==> src/wkt_params.svh <==
/*
  Register offsets, field positions and reset values of the wake-up timer.
  Assumes an 8-bit register port with 8-bit addresses in the host interface.
*/
`ifndef WKT_PARAMS_SVH
`define WKT_PARAMS_SVH
`define WKT_ADDR_CONTROL      8'h23
`define WKT_ADDR_RELOAD_HIGH  8'h24
`define WKT_ADDR_RELOAD_LOW   8'h25
`define WKT_ADDR_COUNT_HIGH   8'h26
`define WKT_ADDR_COUNT_LOW    8'h27
`define WKT_BIT_ACTIVE        7
`define WKT_BIT_RUN_STROBE    6
`define WKT_BIT_TRIM_EN       5
`define WKT_BIT_DETECT_EN     4
`define WKT_BIT_RELOAD_EN     3
`define WKT_BIT_WAKE_EN       2
`define WKT_CONTROL_RESET     6'h00
`define WKT_RELOAD_RESET      16'h0000
`define WKT_DIV_8             6'h07
`define WKT_DIV_16            6'h0F
`define WKT_DIV_32            6'h1F
`endif

==> src/wkt_pkg.sv <==
/*
  Types shared by the wake-up timer.
  Assumes the params header is compiled alongside.
*/
package wkt_pkg;
  typedef enum logic [1:0] {
    WKT_TICK_DIV1,
    WKT_TICK_DIV8,
    WKT_TICK_DIV16,
    WKT_TICK_DIV32
  } wkt_tick_sel_t;

  typedef struct packed {
    logic          trim_en;
    logic          detect_en;
    logic          reload_en;
    logic          wake_en;
    wkt_tick_sel_t tick_sel;
  } wkt_ctrl_t;

  typedef struct packed {
    logic       wr;
    logic       rd;
    logic [7:0] addr;
    logic [7:0] wdata;
  } wkt_bus_req_t;
endpackage : wkt_pkg

==> src/wkt_timer.sv <==
/*
  Wake-up timer: 16-bit down counter on the slow oscillator with prescaler,
  reload, wake, trimming and card-detection launch.
  Assumes a synchronous 8-bit register port from the host interface logic,
  an asynchronous slow oscillator level on a pin, and handshakes with the
  trimming and card-detection sequencers elsewhere in the device.
*/
`timescale 1ns/1ns
`include "wkt_params.svh"
module wkt_timer #(
  parameter int CNT_W = 16
) (
  input  wire logic              clk_in,
  input  wire logic              nrst_in,
  input  wire wkt_pkg::wkt_bus_req_t bus_in,
  output logic [7:0]             rdata_out,
  input  wire logic              slow_osc_in,
  input  wire logic              detect_done_in,
  input  wire logic              card_found_in,
  output logic                   wake_system_out,
  output logic                   irq_flag_out,
  output logic                   trim_start_out,
  output logic                   detect_start_out,
  output logic                   field_window_start_out,
  output logic                   card_irq_out,
  output logic                   power_down_out,
  output logic                   active_out
);
  import wkt_pkg::*;

  wkt_ctrl_t        ctrl_q;
  logic             active_q;
  logic [CNT_W-1:0] reload_q;
  logic [CNT_W-1:0] count_q;
  logic [2:0]       osc_sync_q;
  logic             osc_seen_q;
  logic [5:0]       div_q;
  logic             osc_edge;
  logic             tick;
  logic             underflow;
  logic             ctrl_wr;
  logic             start_evt;
  logic             stop_evt;

  function automatic logic [5:0] div_limit(input wkt_tick_sel_t sel);
    case (sel)
      WKT_TICK_DIV8:  div_limit = `WKT_DIV_8;
      WKT_TICK_DIV16: div_limit = `WKT_DIV_16;
      WKT_TICK_DIV32: div_limit = `WKT_DIV_32;
      default:        div_limit = 6'h00;
    endcase
  endfunction : div_limit

  assign ctrl_wr = bus_in.wr && (bus_in.addr == `WKT_ADDR_CONTROL);
  assign start_evt = ctrl_wr && bus_in.wdata[`WKT_BIT_RUN_STROBE]
                     && bus_in.wdata[`WKT_BIT_ACTIVE];
  assign stop_evt  = ctrl_wr && bus_in.wdata[`WKT_BIT_RUN_STROBE]
                     && !bus_in.wdata[`WKT_BIT_ACTIVE];

  // Pin synchroniser
  always_ff @(posedge clk_in or negedge nrst_in) begin
    if (!nrst_in) begin
      osc_sync_q <= 3'h0;
      osc_seen_q <= 1'b0;
    end else begin
      osc_sync_q <= {osc_sync_q[1:0], slow_osc_in};
      if (osc_sync_q[2] == osc_sync_q[1]) begin
        osc_seen_q <= osc_sync_q[1];
      end
    end
  end
  assign osc_edge = (osc_sync_q[2] == osc_sync_q[1]) && osc_sync_q[1] && !osc_seen_q;

  always_ff @(posedge clk_in or negedge nrst_in) begin
    if (!nrst_in) begin
      div_q <= 6'h00;
    end else if (start_evt || !active_q) begin
      div_q <= 6'h00;
    end else if (osc_edge) begin
      div_q <= (div_q >= div_limit(ctrl_q.tick_sel)) ? 6'h00 : div_q + 6'h01;
    end
  end
  assign tick = active_q && osc_edge && (div_q >= div_limit(ctrl_q.tick_sel));
  assign underflow = tick && (count_q == '0);

  // Control register
  always_ff @(posedge clk_in or negedge nrst_in) begin
    if (!nrst_in) begin
      ctrl_q <= wkt_ctrl_t'(`WKT_CONTROL_RESET);
    end else if (ctrl_wr) begin
      ctrl_q <= wkt_ctrl_t'(bus_in.wdata[5:0]);
    end
  end

  always_ff @(posedge clk_in or negedge nrst_in) begin
    if (!nrst_in) begin
      reload_q <= `WKT_RELOAD_RESET;
    end else if (bus_in.wr && bus_in.addr == `WKT_ADDR_RELOAD_HIGH) begin
      reload_q[15:8] <= bus_in.wdata;
    end else if (bus_in.wr && bus_in.addr == `WKT_ADDR_RELOAD_LOW) begin
      reload_q[7:0] <= bus_in.wdata;
    end
  end

  always_ff @(posedge clk_in or negedge nrst_in) begin
    if (!nrst_in) begin
      active_q <= 1'b0;
    end else if (start_evt) begin
      active_q <= 1'b1;
    end else if (stop_evt) begin
      active_q <= 1'b0;
    end else if (underflow && !ctrl_q.reload_en && !ctrl_q.detect_en) begin
      active_q <= 1'b0;
    end
  end

  always_ff @(posedge clk_in or negedge nrst_in) begin
    if (!nrst_in) begin
      count_q <= '0;
    end else if (start_evt) begin
      count_q <= reload_q;
    end else if (underflow && (ctrl_q.reload_en || ctrl_q.detect_en)) begin
      count_q <= reload_q;
    end else if (tick && count_q != '0) begin
      count_q <= count_q - 1'b1;
    end
  end

  always_ff @(posedge clk_in or negedge nrst_in) begin
    if (!nrst_in) begin
      irq_flag_out <= 1'b0;
    end else if (underflow) begin
      irq_flag_out <= 1'b1;
    end
  end

  // Launch pulses
  always_ff @(posedge clk_in or negedge nrst_in) begin
    if (!nrst_in) begin
      trim_start_out         <= 1'b0;
      detect_start_out       <= 1'b0;
      field_window_start_out <= 1'b0;
      wake_system_out        <= 1'b0;
    end else begin
      trim_start_out         <= underflow && ctrl_q.trim_en;
      detect_start_out       <= underflow && ctrl_q.detect_en;
      field_window_start_out <= underflow && ctrl_q.detect_en;
      wake_system_out        <= underflow && ctrl_q.wake_en;
    end
  end

  // Detection outcome
  always_ff @(posedge clk_in or negedge nrst_in) begin
    if (!nrst_in) begin
      card_irq_out   <= 1'b0;
      power_down_out <= 1'b0;
    end else begin
      card_irq_out   <= detect_done_in && card_found_in;
      power_down_out <= detect_done_in && !card_found_in && ctrl_q.wake_en;
    end
  end

  always_ff @(posedge clk_in or negedge nrst_in) begin
    if (!nrst_in) begin
      rdata_out <= 8'h00;
    end else if (bus_in.rd) begin
      if (bus_in.addr == `WKT_ADDR_CONTROL) begin
        rdata_out <= {active_q, 1'b0, ctrl_q};
      end else if (bus_in.addr == `WKT_ADDR_RELOAD_HIGH) begin
        rdata_out <= reload_q[15:8];
      end else if (bus_in.addr == `WKT_ADDR_RELOAD_LOW) begin
        rdata_out <= reload_q[7:0];
      end else if (bus_in.addr == `WKT_ADDR_COUNT_HIGH) begin
        rdata_out <= count_q[15:8];
      end else if (bus_in.addr == `WKT_ADDR_COUNT_LOW) begin
        rdata_out <= count_q[7:0];
      end else begin
        rdata_out <= 8'h00;
      end
    end
  end

  assign active_out = active_q;
endmodule : wkt_timer

==> config.mk <==
export PLATFORM = sky130hd
export DESIGN_NAME = wkt_timer
export DESIGN_NICKNAME = d
export VERILOG_FILES = /design/src/wkt_pkg.sv /design/src/wkt_timer.sv
export VERILOG_INCLUDE_DIRS = /design/src /design/src/src
export SDC_FILE = /design/constraint.sdc
export NUM_CORES = 1
export LEC_CHECK = 0
export ABC_AREA = 1
export BUFFER_PORTS_ARGS = -buffer_cell sky130_fd_sc_hd__buf_2
export CAP_MARGIN = 20
export CORE_MARGIN = 2
export CORE_UTILIZATION = 51
export CTS_BUF_LIST = sky130_fd_sc_hd__clkbuf_4
export DETAILED_ROUTE_END_ITERATION = 8
export PLACE_DENSITY_LB_ADDON = 0.05
export SLEW_MARGIN = 0
export SYNTH_ARGS = -nofsm -noshare
export SYNTH_HDL_FRONTEND = slang
export SYNTH_SLANG_ARGS = --single-unit
==> constraint.sdc <==
create_clock -name clk_in -period 2.9 [get_ports clk_in]
set_input_delay 0 -clock clk_in [delete_from_list [all_inputs] [get_ports clk_in]]
set_output_delay 0 -clock clk_in [all_outputs]
set_load 0.01 [all_outputs]
Word-level counts from Yosys, hierarchy flattened
Cells that the tools add are included.
Widths: inputs -> output; s select.

cells by class
  reduce and logical (&&, ||, !) cells = 35
  bitwise gates (word level) = 1
  equal/unequal tests = 9
  magnitude comparators = 2
  add/sub/neg operators = 2
  mux-type cells = 17

operators with widths
  kind                   count
  $mux 16                3
  $eq 8x6->1 const B     5
  $mux 8                 5
  $mux 6                 5
  $logic_and 1x1->1      21
  $logic_not 16->1       1
  $reduce_bool 16->1     1
  $sub 16x1->16 const B  1
  $pmux 5 s3             1
  $ge 6x6->1             2
  $add 6x1->6 const B    1
  $logic_not 1->1        6
  $reduce_bool 3->1      2
  $eq 2x2->1 const B     2
  $mux 1                 3
  $eq 2x1->1 const B     1
  $logic_or 1x1->1       2
  $reduce_and 2->1       1
  $reduce_bool 2->1      1
  $eq 1x1->1             1
  $not 1->1              1

word-level totals
  flip-flop bits (word level) = 63
  input bits = 23
  output and inout bits = 16
  word-level logic and storage cells = 85

Longest topological paths before layout
Gate-level depths: netlist (run 1).

  depth in word-level cells = 11
  depth in mapped cells = 13
  depth with buffers taken out = 13

Least setup slack after synthesis (run 1)
OpenSTA, ideal clock, no wires.

  kind = reg2reg
  from = register ctrl_q[1] (netlist name)
  to = register count_q[12]
  buffers on the path = 1
  setup slack = 1.190 ns
  clock period less this slack = 1.710 ns
  stages on the path, launching flop included = 11
  data arrival time = 1.585 ns
  required time = 2.775 ns
  path through = dfrtp_1 -> nand2_1 -> ha_1 -> nand3b_1 -> nor2_1 -> nand2_1 -> nand2_4 -> nand4_2 -> buf_2 -> nand4_1 -> nand3_1

on the way
  longest elaborated chain between the ends = 8
  elaborated cells between the ends (all ways) = 12
  those cells by class = order compare: 1; eq/ne: 3; mux: 3; reduce/logical: 5

RTL lines
  item                                             line              text
  from (decl)                                      wkt_timer.sv:31   wkt_ctrl_t ctrl_q;
  from (signal assigned)                           wkt_timer.sv:89   ctrl_q <= wkt_ctrl_t'(`WKT_CONTROL_RESET);
  from (signal assigned)                           wkt_timer.sv:91   ctrl_q <= wkt_ctrl_t'(bus_in.wdata[5:0]);
  $eq 2x2->1 / $eq 2x1->1 (equally long branches)  wkt_timer.sv:46   case (sel)
  $pmux 5 s3 *                                     wkt_timer.sv:46
  $ge 6x6->1 *                                     wkt_timer.sv:83   assign tick = active_q && osc_edge && (div_q >= div_limit(ctrl_q.tick_sel));
  $logic_and 1x1->1 *                              wkt_timer.sv:83
  $logic_and 1x1->1                                wkt_timer.sv:84   assign underflow = tick && (count_q == '0);
  $logic_and 1x1->1                                wkt_timer.sv:122  end else if (underflow && (ctrl_q.reload_en || ctrl_q.detect_en)) begin
  $mux 16                                          wkt_timer.sv:122
  $mux 16                                          wkt_timer.sv:120  end else if (start_evt) begin
  to (signal assigned)                             wkt_timer.sv:121  count_q <= reload_q;
  to (signal assigned)                             wkt_timer.sv:123  count_q <= reload_q;
  to (signal assigned)                             wkt_timer.sv:125  count_q <= count_q - 1'b1;
  to (decl)                                        wkt_timer.sv:34   logic [CNT_W-1:0] count_q;

Every way passes the cells marked *; elsewhere a longest branch is shown, timed or not.
A chain may end at the register's enable or synchronous reset.

Worst setup path after layout (run 1)
  from = register ctrl_q[0] (netlist name)
  to = register count_q[10]

The elaborated chain is that of the path after synthesis.

==> results of run 1 <==
==> state kept, by name (all words and copies together), names as in the netlist, 3 cells and up <==
name	count
count_q	16
ctrl_q	6
div_q	6
osc_sync_q	3
rdata_out	8
reload_q	16
==> cell usage in the layout (no fill, tap or decap), types with 9 or more instances in the layout <==
cell,n
nand2_1,128
xor2_1,13
nor2_1,49
dlygate4sd3_1,14
clkbuf_4,9
inv_1,62
o21ai_0,41
dfrtp_1,63
nand3_1,40
buf_2,38
nand4_1,19
==> cell families (layout without fill, tap and decap cells) <==
| kind of cell | count (synthesis) | in the layout | synth area share |
|---|---|---|---|
| xor gates and xnor gates | 14 | 14 | 0.0337 |
| muxes | 1 | 1 | 0.00310 |
| DFF | 63 | 63 | 0.433 |
| adders and majority gates | 7 | 7 | 0.0241 |
| and+or+nand+nor | 269 | 269 | 0.346 |
| buffers and inverters | 76 | 135 | 0.0870 |
| AOI/OAI and AO/OA | 52 | 52 | 0.0726 |
==> report_power, final <==
part	switching [mW]	internal [mW]
combinational	0.148	0.0897
sequential	0.0271	0.908
clock	0.357	0.351
total	0.532	1.35
==> critical path: stages, from the launching register on <==
cell and delay, ps:
dfrtp_1 450, nand2_1 90, ha_1 300, nand3b_1 100, nor2_1 120, nand2_1 90, nand2_4 150, nand3_4 260
nor2_4 320, nand2_1 140, nand3_1 100
==> timing repair <==
| action | in CTS | in global routing |
|---|---|---|
| hold buffers | 14 | 0 |
| endpoints found under the hold margin | 66 | 0 |
| resized for setup | 0 | 0 |
| buffers inserted | 0 | 0 |
==> final cells by class <==
class                           count  area [um^2]
Tap cell                           96          120
Inverter                           65          244
Clock buffer                        9         67.6
Multi-Input combinational cell    343         1740
Sequential cell                    63         1580
Timing Repair Buffer               54          345
Fill cell                         671         2640
Clock inverter                      7         96.3
==> metal layers <==
metal,track usage,vias up,wire [um]
met1,0.388,1589,4460
met4,0.0634,0,32
met2,0.389,112,4230
li1,-,1654,-
met3,0.0448,3,529
met5,0,-,0
==> path summary, 6_finish.rpt <==
check / startpoint / end / slack (ps)
min reg2reg: osc_sync_q[0] / osc_sync_q[1] / 360
max in group asynchronous: nrst_in / reload_q[6] / 1850
min: bus_in[9] / rdata_out[6] / 140
max reg2reg: ctrl_q[0] / count_q[10] / 730
max: ctrl_q[0] / count_q[10] / 730
min in group asynchronous: nrst_in / div_q[5] / 270
==> impl_metrics.yaml, run 1 <==
status:
  status: "completed"
route:
  vias: 3358
  wl_per_cell_um: 14.5
  routed_wl_um: 9250
  drt_iter0_drc: 328
  drt_first_pass_iters: 5
  ant_nets: 0
  vias_per_cell: 5.27
  remaining_drc_errors: 0
place:
  detailed_place.area_um2: 3890
  placed_cells: 607
  io_buffers: 38
  gp_congestion: 0.925
  dp_hpwl_um: 6710
  dpl_worst_slack_ps: 790
floorplan:
  start_util: 0.532
  ios: 39
  die_w_um: 88.5
  die_area_um2: 7820
  rows: 30
  die_h_um: 88.5
  coreArea_um2: 6830
critical_path:
  arrival_ps: 2520
  path_max_fanout: 22
  worstSetupPathType: "register to register"
  worst_setup_path_end_kind: "register"
  ff2ff_path_depth: 10
  start_kind: "register"
  critPathRequiredTime_ps: 3250
yosys:
  synth-seq-area-share: 0.433
  async_flop_share: 1.00
  syn_nets: 512
  ys.flop_type: "dfrtp_1"
  netlist_instances: 482
  syn_area_per_cell_um2: 7.55
  yosys-top-cells-count: "nand2_1 (128), dfrtp_1 (63), inv_1 (62)"
  synthesis.area_um2: 3640
  synth.area.top_cells: "dfrtp_1 (43%), nand2_1 (13%), inv_1 (6.4%), o21ai_0 (5.6%), nand3_1 (5.5%)"
  yosysTopAreaCell: "dfrtp_1"
  synth_edf_count: 0
  synth_top_area_frac: 0.433
  synth-seq-cells: 63
  yosysMostFrequentCell: "nand2_1"
  yosysWarningCount: 0
  synth_cell_types: 34
sta:
  drv_slew: 0
  fmax_ghz: 0.461
  finalSetupTns_ps: 0
  timing.final.crit_share: 0.748
  rsz0062_at_grt: "false"
  setup_ws_ps: 730
  hold_violations: 0
  tightestPinTransition_ps: 987
  hold_ws_ps: 145
  final.setup_skew_ps: 20.1
  layout_min_cycle_time_ps: 2170
  setup_viol: 0
  maxSlewHeadroom: 0.342
power_and_ir_drop:
  p_leak_nw: 2.21
  finalPower_mw: 1.88
  ir_drop_mv: 0.349
  power_density_nw_per_um2: 448
clock_tree:
  clk_latency_ps: 420
  cts_tree: "done"
  cts_root_buf: "clkbuf_4"
  htree_levels: 3
  cts_buffer_depth: 2
  clkSlewWorstSetupHoldPaths_ps: 120
  cts.sink_count: 63
  cts_buffers: 9
global_routing:
  grt_pass1_vias: 3029
  grt_pass1_wl_um: 15400
  gr-total-overflow: 0
  grt_usage: 0.258
  grt_max_degree: 42
  grt_antenna_before_repair: 0
layout:
  num_antenna_cells: 0
  layout.nets: 566
  fin_area_um2: 4190
  drive_above_1_share: 0.144
  syn_to_final_growth_pct: 15.3
  final_cells: 637
  utilization: 0.614
hold_path:
  min_path_cells: 5
  worstHoldPathType: "input port to register"
run:
  drv_cap: 0
Power figures use the tool's default switching activity.
==> run 2, diff against run 1 <==
Clock period 2.9 ns to 1.9 ns, I/O delays scaled along.
==> run 2 against run 1 <==
Net effect:
- cell count is 4.9% higher
- worst hold slack worse by 74 ps
- non-clock buffer count is 31 higher
- design area is 6.9% higher
- total power is 53% higher
- largest cell class unchanged
==> impl_metrics.yaml, run 2 (synthesized netlist as in run 1, its figures left out) <==
route:
  wl_per_cell_um: 14.4
  ant_nets: 0
  remaining_drc_errors: 0
  drt_iter0_drc: 336
  routed_wl_um: 9590
  vias_per_cell: 5.19
  drt_first_pass_iters: 6
  vias: 3468
clock_tree:
  clk_latency_ps: 430
  cts_root_buf: "clkbuf_4"
  htree_levels: 3
  cts_buffer_depth: 2
  clkSlewWorstSetupHoldPaths_ps: 120
  cts.sink_count: 63
  cts_buffers: 9
  cts_tree: "done"
sta:
  drv_slew: 0
  hold_ws_ps: 70.8
  maxSlewHeadroom: 0.595
  fmax_ghz: 0.533
  setup_viol: 0
  timing.final.crit_share: 0.987
  layout_min_cycle_time_ps: 1880
  tightestPinTransition_ps: 607
  rsz0062_at_grt: "true"
  final.setup_skew_ps: 21.9
  finalSetupTns_ps: 0
  hold_violations: 0
  setup_ws_ps: 24.4
hold_path:
  worstHoldPathType: "input port to register"
power_and_ir_drop:
  p_switching_mw: 0.792
  power_density_nw_per_um2: 640
  seq_power_share: 0.495
  p_int_mw: 2.08
  p_sw_frac: 0.276
  p_clk_frac: 0.361
  p_comb_frac: 0.144
  ir_drop_mv: 0.420
  p_leak_nw: 2.40
  finalPower_mw: 2.87
place:
  dpl_worst_slack_ps: 81.1
  gp_congestion: 0.886
  dp_hpwl_um: 7010
  io_buffers: 38
layout:
  nFillCells: 597
  reg.largest.list: "count_q (16), reload_q (16), rdata_out (8)"
  layout.nets: 598
  final_cell_mix: "nand2_1 (128), dfrtp_1 (63), inv_1 (62)"
  drive_above_1_share: 0.194
  syn_to_final_growth_pct: 23.2
  layout_commonest_cell: "nand2_1"
  num_antenna_cells: 0
floorplan:
  ios: 39
  coreArea_um2: 6830
  rows: 30
  die_h_um: 88.5
  die_w_um: 88.5
  start_util: 0.532
  die_area_um2: 7820
critical_path:
  critPathBufInv: 1
  worstPathCellList: "nand2_1 > ha_1 > nand3b_1 > nor2_1 > nand2_1 > nand2_4 > nand3_4 > buf_12 > nor2_1 > nand3_1 > nand3_1"
  worstSetupPathType: "register to register"
  slowest_stage: "dfrtp_1"
  arrival_ps: 2230
  r2r_setup_slack_ps: 20
  crit_family: "simple AND/OR/NAND/NOR gates"
  critPathRequiredTime_ps: 2260
  start_kind: "register"
  max_stage_delay_ps: 420
  worst_setup_path_end_kind: "register"
  path_max_fanout: 14
global_routing:
  grt_max_degree: 40
  gr-total-overflow: 0
  grt_pass1_wl_um: 15400
  grt_pass1_vias: 3135
  grt_antenna_before_repair: 0
  grt_usage: 0.261
run:
  drv_cap: 0
status:
  status: "completed"
run 2: cell types whose count changed in the layout (fill, tap and decap cells not counted), sizes merged:
cell / delta
clkinv: +1
buf: +31
clkinvlp: -1
nor2: +1
inv: -1
run 2: worst register-to-register path, delay by kind of cell (launching register included):
family	cells	cell delay, ps
adders and majority gates	1	290
buffers and inverters	1	200
DFF	1	420
and+or+nand+nor	9	900
run 2: worst paths after layout:
check / depth (start not counted) / to / start
max in group asynchronous: 3 / reload_q[15] / nrst_in
worst max-delay path: 11 / count_q[11] / ctrl_q[1]
worst min register to register: 0 / osc_sync_q[1] / osc_sync_q[0]
worst max register to register: 11 / count_q[11] / ctrl_q[1]
min in group asynchronous: 2 / div_q[4] / nrst_in
worst min-delay path: 4 / ctrl_q[1] / bus_in[17]
run 2: timing repair:
action,CTS,global route
setup endpoints to repair,0,17
endpoints found under the hold margin,52,0
setup buffers,0,6
resized for setup,0,4
hold buffers,14,0
run 2: power by group through the flow:
| stage | clock (mW) | sequential, mW | combinational [mW] |
|---|---|---|---|
| after floorplan | 0 | 1.45 | 0.219 |
| after global placement | 0 | 1.44 | 0.379 |
| after detailed placement | 0 | 1.45 | 0.382 |
| after CTS | 1.05 | 1.42 | 0.406 |
| after global routing | 1.10 | 1.43 | 0.466 |
| final | 1.04 | 1.42 | 0.413 |
run 2: metal layers:
metal  wire length [um]  up-vias  part of all wire  GRT usage
met3                536       16             0.056     0.0392
met1               4490     1611              0.47      0.376
met4                175        0             0.018     0.0950
met5                  0        -                 0          0
li1                   -     1725                 -          -
met2               4380      116              0.46      0.402
run 2: through the flow:
| step | instance area [um^2] | std cells | util |
|---|---|---|---|
| final | 4480 | 668 | 0.656 |
| after global routing | 4480 | 668 | 0.656 |
| after CTS | 4410 | 661 | 0.645 |
| after detailed placement | 4120 | 632 | 0.602 |
| after global placement | 4120 | 632 | 0.602 |
| after floorplan | 3640 | 482 | - |
run 2: cell type report:
class                           count  area [um^2]  area share
Multi-Input combinational cell    344         1770       0.395
Sequential cell                    63         1580       0.352
Timing Repair Buffer               85          616       0.137
Inverter                           65          244      0.0544
Tap cell                           96          120      0.0268
Clock inverter                      6         86.3      0.0193
Clock buffer                        9         67.6      0.0151
==> run 3, diff against run 2 <==
Settings changed: CORE_UTILIZATION 51 to 25, REMOVE_ABC_BUFFERS set to 1.
==> run 3 against run 2 <==
Net effect:
- die area grew 99%
- global-route usage is 10 points lower
- sequential cell count unchanged
- routed wire length rose by 23%
- critical path type unchanged
- critical endpoint is now count_q[13]
- maximum frequency grew 1.2%
==> impl_metrics.yaml, run 3 (synthesized netlist as in run 1, its figures left out) <==
layout:
  utilization: 0.329
  drive_above_1_share: 0.238
  reg.largest.list: "count_q (16), reload_q (16), rdata_out (8)"
  nFillCells: 1610
  fin_area_um2: 4720
  layout_commonest_cell: "nand2_1"
  syn_to_final_growth_pct: 29.8
  final_cell_mix: "nand2_1 (127), inv_1 (61), dfrtp_1 (61)"
  layout.nets: 609
run:
  drv_cap: 0
power_and_ir_drop:
  p_leak_nw: 2.45
  ir_drop_mv: 0.357
  power_density_nw_per_um2: 583
  p_sw_frac: 0.325
  p_clk_frac: 0.320
  p_int_mw: 1.86
  p_comb_frac: 0.163
  seq_power_share: 0.517
  p_switching_mw: 0.895
clock_tree:
  cts_root_buf: "clkbuf_4"
  htree_levels: 3
  cts_buffers: 9
  clkSlewWorstSetupHoldPaths_ps: 130
  cts_buffer_depth: 2
  cts_tree: "done"
  cts.sink_count: 63
  clk_latency_ps: 440
place:
  dp_hpwl_um: 8710
  detailed_place.area_um2: 4320
  gp_congestion: 0.812
  dpl_worst_slack_ps: 49.4
  io_buffers: 38
global_routing:
  grt_pass1_vias: 3395
  grt_usage: 0.158
  gr-total-overflow: 0
  grt_max_degree: 26
  grt_antenna_before_repair: 1
  grt_pass1_wl_um: 19000
critical_path:
  worstPathCellList: "nand2_2 > ha_4 > nand3b_1 > nor2_1 > nand2_1 > nand2_4 > nand3_4 > buf_12 > nor2_4 > nand3_2 > nand3_2"
  path_max_fanout: 8
  critPathBufInv: 1
  critPathRequiredTime_ps: 2280
  crit_family: "simple AND/OR/NAND/NOR gates"
  worst_setup_path_end_kind: "register"
  max_stage_delay_ps: 450
  slowest_stage: "dfrtp_2"
  arrival_ps: 2240
  start_kind: "register"
  crit_path_frequent_cell: "nand3_2"
  worstSetupPathType: "register to register"
sta:
  hold_violations: 0
  rsz0062_at_grt: "true"
  layout_min_cycle_time_ps: 1850
  timing.final.crit_share: 0.976
  fmax_ghz: 0.540
  maxSlewHeadroom: 0.529
  tightestPinTransition_ps: 707
  hold_ws_ps: 69.3
  setup_viol: 0
  finalSetupTns_ps: 0
  setup_ws_ps: 46.5
  final.setup_skew_ps: 14.4
  drv_slew: 0
floorplan:
  die_area_um2: 15500
  coreArea_um2: 14400
  start_util: 0.253
  die_w_um: 125
  die_h_um: 125
  rows: 44
  ios: 39
route:
  ant_nets: 0
  drt_first_pass_iters: 4
  vias: 3401
  remaining_drc_errors: 0
  routed_wl_um: 11800
  wl_per_cell_um: 15.4
  vias_per_cell: 4.42
  drt_iter0_drc: 146
status:
  status: "completed"
hold_path:
  worstHoldPathType: "input port to register"
-- run 3: cell count changes in the layout (fill, tap and decap cells not counted), sizes merged --
cell      change
diode         +1
clkbuf        +1
clkinvlp      +1
buf          +10
inv           +2
bufinv        -2
-- run 3: worst reg2reg max path, cell delays in order (launching register included) --
cell	delay (ps)
dfrtp_2	450
nand2_2	90
ha_4	270
nand3b_1	80
nor2_1	100
nand2_1	90
nand2_4	110
nand3_4	170
buf_12	210
nor2_4	80
nand3_2	70
nand3_2	90
-- run 3: per-layer routing --
metal	share of wire	track usage
met3	0.029	0.0322
met5	0	0
met1	0.51	0.224
met4	0.017	0.0549
met2	0.44	0.240
-- run 3: cell type report --
class,count,area [um^2],share of cell area
Multi-Input combinational cell,344,1830,0.388
Sequential cell,63,1580,0.334
Timing Repair Buffer,96,711,0.151
Inverter,65,244,0.0517
Tap cell,184,230,0.0488
Clock buffer,9,67.6,0.0143
Clock inverter,7,57.6,0.0122
Antenna cell,1,2.50,0.000530
-- run 3: through the flow --
step	instances	power [mW]
finish	769	2.75
global route	769	2.94
CTS	764	2.79
detailed placement	734	1.86
global placement	734	1.86
floorplan	471	1.66
-- run 3: repair_timing --
action	CTS	global route
buffers inserted	0	2
setup endpoints to repair	0	22
gates resized for setup	0	24
hold buffers	14	0
hold endpoints to repair	49	0
-- run 3: power by group through the flow --
stage / logic [mW] / registers (mW) / clock network, mW
after floorplan: 0.217 / 1.45 / 0
after global placement: 0.414 / 1.44 / 0
after detailed placement: 0.413 / 1.45 / 0
after CTS: 0.436 / 1.42 / 0.938
after global routing: 0.512 / 1.43 / 0.997
final: 0.450 / 1.42 / 0.879
-- run 3: worst paths after layout --
path                            endpoint  slack (ps)     startpoint  cells after the start
min reg2reg                osc_sync_q[1]         370  osc_sync_q[0]                      0
min                         reload_q[13]          70     bus_in[17]                      5
max                          count_q[13]          50      ctrl_q[1]                     11
min in group asynchronous    count_q[14]         130        nrst_in                      2
max reg2reg                  count_q[13]          50      ctrl_q[1]                     11
max in group asynchronous   reload_q[15]        1050        nrst_in                      3
